### src/rtl/adcos_pkg.sv
package adcos_pkg;

    // ----------------------------------------
    // widths
    // ----------------------------------------
    localparam int ADCOS_SAR_W = 10;
    localparam int ADCOS_BYTE_W = 8;
    localparam int ADCOS_CNT_W = 6;

    // ----------------------------------------
    // timing in converter clock cycles
    // ----------------------------------------
    localparam int ADCOS_CONV8_CYC = 49;
    localparam int ADCOS_CONV10_CYC = 59;
    localparam int ADCOS_CMP_CYC = 14;
    localparam int ADCOS_SAR_STEPS = 10;

    // ----------------------------------------
    // codes and reset values
    // ----------------------------------------
    localparam logic [1:0] ADCOS_THR_LSB = 2'h2;
    localparam logic [9:0] ADCOS_SAR_MSB = 10'h200;
    localparam logic [9:0] ADCOS_SAR_RST = 10'h000;
    localparam logic [9:0] ADCOS_RES_RST = 10'h000;

endpackage

### src/rtl/adcos_sequencer.sv
`timescale 1ns/1ps
module adcos_sequencer
    import adcos_pkg::*;
#(
    parameter int NCH = 8
) (
    input wire logic clk_i,
    input wire logic rst_b_i,
    input wire logic start_set_i,
    input wire logic start_clr_i,
    input wire logic repeat_mode_i,
    input wire logic res8_i,
    input wire logic [$clog2(NCH)-1:0] chan_sel_i,
    input wire logic [NCH-1:0] cmp_sel_i,
    input wire logic res_wr_i,
    input wire logic [$clog2(NCH)-1:0] res_wr_ch_i,
    input wire logic [ADCOS_BYTE_W-1:0] res_wr_data_i,
    input wire logic [$clog2(NCH)-1:0] res_rd_ch_i,
    input wire logic comp_i,
    output logic [ADCOS_SAR_W-1:0] dac_code_o,
    output logic [ADCOS_SAR_W-1:0] res_rd_data_o,
    output logic [NCH-1:0] cmp_res_o,
    output logic start_o,
    output logic irq_o
);

    // ----------------------------------------
    // sequencing
    // ----------------------------------------
    localparam logic [5:0] LAST8 = 6'(ADCOS_CONV8_CYC - 1);
    localparam logic [5:0] LAST10 = 6'(ADCOS_CONV10_CYC - 1);
    localparam logic [5:0] LASTC = 6'(ADCOS_CMP_CYC - 1);
    localparam logic [5:0] STEPS = 6'(ADCOS_SAR_STEPS);

    logic start_r;
    logic irq_r;
    logic [ADCOS_CNT_W-1:0] cnt_r;
    logic [ADCOS_SAR_W-1:0] sar_r;
    logic [ADCOS_SAR_W-1:0] bit_r;
    logic [ADCOS_SAR_W-1:0] res_r [NCH];
    logic [ADCOS_SAR_W-1:0] rd_r;
    logic [NCH-1:0] cmpres_r;
    logic cmp_now;
    logic [5:0] last;
    logic [5:0] load_at;
    logic done;
    logic step;
    logic [ADCOS_SAR_W-1:0] sar_fin;
    logic [ADCOS_SAR_W-1:0] thr;

    assign cmp_now = cmp_sel_i[chan_sel_i];
    assign last = cmp_now ? LASTC : (res8_i ? LAST8 : LAST10);
    assign load_at = last - STEPS;
    assign done = start_r && (cnt_r == last);
    // the sar steps fill the last ten cycles of the window
    assign step = start_r && !cmp_now && (cnt_r > load_at);
    // a set comparator bit keeps the trial bit; msb first
    assign sar_fin = comp_i ? sar_r : (sar_r & ~bit_r);
    assign thr = {res_r[chan_sel_i][ADCOS_BYTE_W-1:0], ADCOS_THR_LSB};

    // ----------------------------------------
    // start bit
    // ----------------------------------------
    always_ff @(posedge clk_i or negedge rst_b_i) begin
        if (!rst_b_i) begin
            start_r <= 1'b0;
        end else if (start_set_i) begin
            start_r <= 1'b1;
        end else if (start_clr_i) begin
            start_r <= 1'b0;
        end else if (done && !repeat_mode_i) begin
            start_r <= 1'b0;
        end
    end

    // ----------------------------------------
    // cycle counter
    // ----------------------------------------
    always_ff @(posedge clk_i or negedge rst_b_i) begin
        if (!rst_b_i) begin
            cnt_r <= '0;
        end else if (!start_r || start_clr_i || done) begin
            cnt_r <= '0;
        end else begin
            cnt_r <= cnt_r + 6'h01;
        end
    end

    // ----------------------------------------
    // successive approximation / threshold
    // ----------------------------------------
    // sar_r is also the code fed to the reference dac
    always_ff @(posedge clk_i or negedge rst_b_i) begin
        if (!rst_b_i) begin
            sar_r <= ADCOS_SAR_RST;
            bit_r <= ADCOS_SAR_RST;
        end else if (cmp_now && (start_set_i || start_r)) begin
            sar_r <= thr;
            bit_r <= ADCOS_SAR_RST;
        end else if (start_r && cnt_r == load_at) begin
            sar_r <= ADCOS_SAR_MSB;
            bit_r <= ADCOS_SAR_MSB;
        end else if (step) begin
            sar_r <= sar_fin | (bit_r >> 1);
            bit_r <= bit_r >> 1;
        end
    end

    assign dac_code_o = sar_r;

    // ----------------------------------------
    // result store
    // ----------------------------------------
    // hardware store wins over a software write to the same channel
    always_ff @(posedge clk_i or negedge rst_b_i) begin
        if (!rst_b_i) begin
            for (int i = 0; i < NCH; i++) begin
                res_r[i] <= ADCOS_RES_RST;
            end
        end else begin
            if (res_wr_i) begin
                res_r[res_wr_ch_i] <= {2'h0, res_wr_data_i};
            end
            if (done && !cmp_now && res8_i) begin
                res_r[chan_sel_i] <= {2'h0, sar_fin[9:2]};
            end else if (done && !cmp_now) begin
                res_r[chan_sel_i] <= sar_fin;
            end
        end
    end

    always_ff @(posedge clk_i or negedge rst_b_i) begin
        if (!rst_b_i) begin
            cmpres_r <= '0;
        end else if (done && cmp_now) begin
            cmpres_r[chan_sel_i] <= comp_i;
        end
    end

    always_ff @(posedge clk_i or negedge rst_b_i) begin
        if (!rst_b_i) begin
            rd_r <= ADCOS_RES_RST;
        end else begin
            rd_r <= res_r[res_rd_ch_i];
        end
    end

    // ----------------------------------------
    // interrupt request
    // ----------------------------------------
    always_ff @(posedge clk_i or negedge rst_b_i) begin
        if (!rst_b_i) begin
            irq_r <= 1'b0;
        end else begin
            irq_r <= done && !repeat_mode_i;
        end
    end

    assign res_rd_data_o = rd_r;
    assign cmp_res_o = cmpres_r;
    assign start_o = start_r;
    assign irq_o = irq_r;

    // ----------------------------------------
    // run length bound
    // ----------------------------------------
    // counted apart from cnt_r so a stuck sequencing counter still shows up
    logic [6:0] run_len_r;

    always_ff @(posedge clk_i or negedge rst_b_i) begin
        if (!rst_b_i) begin
            run_len_r <= 7'h00;
        end else if (start_r && !done && !start_clr_i) begin
            run_len_r <= run_len_r + 7'h01;
        end else begin
            run_len_r <= 7'h00;
        end
    end
endmodule

### config.mk
export PLATFORM = sky130hd
export DESIGN_NAME = adcos_sequencer
export DESIGN_NICKNAME = d
export VERILOG_FILES = /design/src/rtl/adcos_pkg.sv /design/src/rtl/adcos_sequencer.sv
export SDC_FILE = /design/constraint.sdc
export NUM_CORES = 1
export LEC_CHECK = 0
export ABC_AREA = 1
export BUFFER_PORTS_ARGS = -buffer_cell sky130_fd_sc_hd__buf_4
export CAP_MARGIN = 20
export CORE_ASPECT_RATIO = 1.5
export CORE_UTILIZATION = 31
export CTS_BUF_LIST = sky130_fd_sc_hd__clkbuf_2
export DETAILED_ROUTE_END_ITERATION = 8
export PLACE_DENSITY_LB_ADDON = 0.08
export REMOVE_ABC_BUFFERS = 1
export SETUP_SLACK_MARGIN = 0.3
export SLEW_MARGIN = 20
export SYNTH_ARGS = -nofsm -noshare
export SYNTH_HDL_FRONTEND = slang
export SYNTH_SLANG_ARGS = --single-unit
### constraint.sdc
create_clock -name clk_i -period 5.8 [get_ports clk_i]
set_input_delay 0.29 -clock clk_i [delete_from_list [all_inputs] [get_ports clk_i]]
set_output_delay 0.29 -clock clk_i [all_outputs]
set_load 0.02 [all_outputs]
After elaboration in Yosys (flattened, before gate mapping). Cells that the tools add are included.

Register bits: 126. Input port bits: 33. Output and inout port bits: 30. Word-level logic and storage cells: 87.

Add/sub/neg operators: 2. Order comparisons: 8. Eq/ne operators: 2. Mux-type cells: 34. Bitwise logic cells: 6. Reduce and logical (&&, ||, !) cells: 20.

Operators by type and width (count): $bwmux 80 (3); $mux 80 (3); $mux 10 (11); $bmux 10 s3 (2); $demux 10 s3 (2); $mux 8 (2); $eq 6x6->1 (2); $ge 4x4->1 const B (3); $logic_and 1x1->1 (12); $mux 6 (2); $not 3->4 (3); $and 10x10->10 (1); $not 10->10 (1); $or 10x9->10 (1); $bwmux 8 (1); $lt 4x1->1 const B (2); $add 6x1->6 const B (1); $gt 6x6->1 (1); $reduce_bool 3->1 (2); $sub 6x4->6 const B (1); $mux 1 (5); $lt 3x4->1 const B (1); $mux 4 (1); $bmux 1 s3 (1); other kinds (4) (8).

Logic depth before layout (Yosys ltp).
Depth after elaboration: 10. Mapped depth: 20. Mapped depth without buffers: 19.

Worst setup path before layout. Ideal clock, no wire load.

Path kind: input port to flip-flop. Start: input port chan_sel_i[0]. End: register sar_r[2], in the netlist dac_code_o[2]. Library setup time: 0.126 ns. Arrival: 2.347 ns. Data required time: 5.674 ns. Path slack: 3.327 ns. Stages on the path: 18. Buffers on the path: 2. Path through: buf_6 inv_4 nand2_1 nand3_1 nand2_1 inv_1 nand2_1 nor2_1 inv_1 ha_1 nand2_1 nor2_1 o21ai_0 a21boi_1 nor3_4 inv_2 buf_2 o21ai_0.

Word-level cells in the longest chain between the ends: 8. Elaborated cells on any way between the ends: 18. Those cells by class: 1 x add/sub; 1 x order compare; 1 x eq/ne; 8 x mux; 1 x bitwise; 6 x reduce/logical.

Ends and longest elaborated chain: from (decl) (line adcos_sequencer.sv:13) `input wire logic [$clog2(NCH)-1:0] chan_sel_i,`; branches (longest 8 deep; another with $sub 6x4->6); to (signal assigned) (line adcos_sequencer.sv:98) `sar_r <= thr;`; to (signal assigned) (line adcos_sequencer.sv:104) `sar_r <= sar_fin | (bit_r >> 1);`; to (decl) (line adcos_sequencer.sv:38) `logic [ADCOS_SAR_W-1:0] sar_r;`.

Several ways; the timed one is not identified. The select of a mux whose other input is x is not followed. A chain may end at the register's enable or synchronous reset.

Worst setup path after layout.
Start: input port chan_sel_i[1]. End: register start_r, in the netlist start_o.

Word-level cells in the longest chain between the ends: 7.

Ends and longest elaborated chain: $bmux 1 s3 (line adcos_sequencer.sv:51) `assign cmp_now = cmp_sel_i[chan_sel_i];`; $mux 1 (not written as such) (line adcos_sequencer.sv:51); $mux 6 (line adcos_sequencer.sv:52) `assign last = cmp_now ? LASTC : (res8_i ? LAST8 : LAST10);`; $eq 6x6->1 (line adcos_sequencer.sv:54) `assign done = start_r && (cnt_r == last);`; $logic_and 1x1->1 (line adcos_sequencer.sv:54); $logic_and 1x1->1 (line adcos_sequencer.sv:71) `end else if (done && !repeat_mode_i) begin`; $reduce_bool 3->1 (no line); to (signal assigned) (line adcos_sequencer.sv:68) `start_r <= 1'b1;`; to (signal assigned) (line adcos_sequencer.sv:70) `start_r <= 1'b0;`; to (signal assigned) (line adcos_sequencer.sv:72) `start_r <= 1'b0;`; to (decl) (line adcos_sequencer.sv:35) `logic start_r;`.

No other way between the ends. The select of a mux whose other input is x is not followed.

==> metrics.md <==
| Metric | Value |
|---|---|
| Distinct cells, synth | 36 |
| Row Count | 77 |
| PwrDens | 261 nW/um^2 |
| Die H | 215 um |
| # DRC | 0 |
| Final Skew | 0.0582 ns |
| Clock Power Share | 22.4% |
| YS warnings | 0 |
| Status | finished, final reports clean |
| Vias in the first global route | 9748 |
| DRT iter0 DRCs | 845 |
| Finished Cell Area | 10500 um^2 |
| Synth area leader | dfrtp_1 |
| Arrival time at the worst endpoint | 4.63 ns |
| Initial Util | 31.7% |
| Fin cells | 1945 |
| Synth top area cells | dfrtp_1 (34%), nand2_1 (24%), o21ai_0 (14%), nand4_1 (5.0%), inv_1 (4.1%) |
| Worst IR Drop VDD | 101 uV |
| Core Footprint | 29700 um^2 |
| Crit. Startpoint | chan_sel_i[1] |
| Post-layout nets | 1576 |
| DP Cell Count | 1893 |
| Synth-to-layout area growth | 11.5% |
| Worst-path maximum fanout | 73 |
| Yosys reg bits | 126 |
| # port buffers | 62 |
| Critical path capture point type | flop |
| Setup crit end | start_o |
| Max-slew headroom | 27.6% |
| Share of cells above drive strength 1 | 8.39% |
| Leak | 5.23 nW |
| Final HPWL DP | 22.4 mm |
| Post-place setup slack | 1.80 ns |
| Max frequency | 0.258 GHz |
| CTS tree | done |
| Area of the multi-input gates | 5390 um^2 |
| Post-cts sizing count | 0 |
| Hold buffer count at CTS | 20 |
| CTS Buf Count | 17 |
| Final Hold Viols | 0 |
| Depth of the most critical reg-to-reg path | 11 |
| Global route total overflow | 0 |
| DIE WIDTH | 144 um |
| WL/cell | 19.7 um |
| Uppermost routed layer | met4 |
| Slew @ Worst Pin | 1.08 ns |
| Setup slack, reg-to-reg | 2.51 ns |
| M1 WL | 16.1 mm |
| Final worst slack | 1.93 ns |
| Worst skew pair latency | 0.84 ns |
| Antenna violations before repair | 1 |
| Setup_tns | 0 ns |
| Reg power frac | 40.1% |
| Total die area | 31000 um^2 |
| Num Clock Sinks | 126 |
| Setup Viol. Count Final | 0 |
| DR WL met2 | 18.9 mm |
| IO Pins | 63 |
| Register area share after synthesis | 33.6% |
| Post-route ant nets | 0 |
| Commonest cells after routing, fill and taps aside | nand2_1 (609), o21ai_0 (266), dfrtp_1 (126) |
| Crit path kind | in -> reg |
| Clock H-tree levels | 4 |
| Register area | 3150 um^2 |
| Switch share | 43.2% |
| Fin crit share | 66.8% |
| Cell count after synthesis | 1521 |
| Post-DP Area | 10000 um^2 |
| RSZ-0062 raised after global routing | false |
| GRT Total Usage | 25.6% |
| Fill cell count | 3376 |
| # Post-CTS Setup Buffers | 0 |
| Req. time, crit path | 6.56 ns |
| Min-delay worst type | in -> async |
| DRT Wirelength | 38.3 mm |
| First-pass GRT wire length | 58.4 mm |
| Worst-path clk slew | 0.24 ns |
| Pin count of the biggest net entering global routing | 79 |
| Comb pwr share | 37.5% |
| Top cell type's share of synthesized area | 33.6% |
| Switching power | 1.18 mW |
| Placer congestion estimate | 0.821 |
| Clock buffer depth | 2 |
| Post-layout util | 35.3% |
| Met3 routed WL | 1.78 mm |
| Pint | 1.55 mW |
| Via density | 5.31 |
| Max-Cap Viols | 0 |
| Synthesized cell area | 9400 um^2 |
| Pins Over Slew Limit | 0 |
| Commonest non-fill, non-tap cell in the layout | nand2_1 |
| Startpoint types | input port |
| Detailed-route via count | 10300 |
| Min Clock Period, post-route | 3.87 ns |
| Pre-antenna DRT Iters | 5 |
| Clock root buffer | clkbuf_2 |
| Avg Cell Area, Syn | 6.18 um^2 |
| R2R Path End | res_r[44] |
| Reg2reg start | cnt_r[0] |
-- through the flow --
| step | hold slack [ns] | power, mW |
|---|---|---|
| after floorplan | -0.00559 | 1.71 |
| after global placement | 0.405 | 2.12 |
| after detailed placement | 0.404 | 2.13 |
| after CTS | 0.0101 | 2.76 |
| after global routing | 0.0511 | 2.94 |
| final | 0.0499 | 2.73 |
-- logic make-up after synthesis --
| logic type | share of synthesized area, % |
|---|---|
| AOI/OAI and AO/OA | 20.0 |
| buffers and inverters | 9.49 |
| and+or+nand+nor | 35.9 |
| adders and majority gates | 0.799 |
| xor gates and xnor gates | 0.186 |
| DFF | 33.6 |
-- worst min path at each step --
stage,start,end,cells after the start
after floorplan,rst_b_i,bit_r[0],0
after global placement,rst_b_i,cmp_res_o[1],1
after detailed placement,rst_b_i,cmp_res_o[1],1
after CTS,rst_b_i,res_r[49],2
after global routing,rst_b_i,start_o,2
final,rst_b_i,res_r[49],2
-- power groups by stage --
stage | sequential [mW] | clock (mW) | combinational [mW]
6_report | 1.10 | 0.611 | 1.03
2_1_floorplan | 1.13 | 0 | 0.584
4_1_cts | 1.10 | 0.633 | 1.03
3_3_place_gp | 1.11 | 0 | 1.01
5_1_grt | 1.11 | 0.666 | 1.16
3_5_place_dp | 1.11 | 0 | 1.01
-- registers in the layout, indices dropped and copies added (netlist names) --
register       cells
res_rd_data_o     10
cmp_res_o          8
res_r             80
irq_o              1
bit_r             10
cnt_r              6
dac_code_o        10
start_o            1
-- area by class of cell --
type / count / share of cell area [%]
clock buffer: 21 / 1.00
antenna: 1 / 0.0239
timing repair buffer: 101 / 7.75
tap: 395 / 4.72
multi-input combinational: 1184 / 51.4
inverter: 107 / 3.86
clock inverter: 10 / 1.16
sequential: 126 / 30.1
-- synthesized netlist by cell type --
| library cell | number |
|---|---|
| a211oi_1 | 4 |
| a21boi_1 | 1 |
| a21oi_1 | 32 |
| a21oi_2 | 1 |
| a221oi_1 | 3 |
| a22oi_1 | 7 |
| a31oi_1 | 12 |
| buf_1 | 3 |
| buf_2 | 24 |
| buf_4 | 8 |
| buf_6 | 5 |
| clkbuf_1 | 64 |
| clkinv_1 | 2 |
| dfrtp_1 | 126 |
| ha_1 | 6 |
| inv_1 | 102 |
| inv_2 | 2 |
| inv_4 | 1 |
| nand2_1 | 609 |
| nand2_2 | 4 |
| nand3_1 | 40 |
| nand3_2 | 2 |
| nand4_1 | 75 |
| nor2_1 | 80 |
| nor2_2 | 2 |
| nor2_4 | 3 |
| nor3_1 | 3 |
| nor3_4 | 1 |
| o2111ai_1 | 2 |
| o211ai_1 | 1 |
| o21ai_0 | 266 |
| o21ai_1 | 12 |
| o21bai_1 | 2 |
| o22ai_1 | 13 |
| o2bb2ai_1 | 1 |
| xor2_1 | 2 |
-- metal layers --
layer	GRT usage [%]	vias up
met5	0	-
met4	11.6	0
met2	44.1	315
met3	3.54	70
met1	31.1	4890
li1	-	5046
-- critical path, stage by stage --
cell and delay, ns:
dlygate4sd3_1 0.54, buf_4 0.15, nand2_1 0.12, inv_1 0.06
nand2_1 0.07, nand2_2 0.07, nor2_4 0.14, buf_4 0.79
nand2_1 0.23, a21oi_4 0.25, buf_4 0.76, nand2_2 0.24
nor2_1 0.26, o21bai_1 0.10, dlygate4sd3_1 0.55
(Power assumes the default switching activity.)
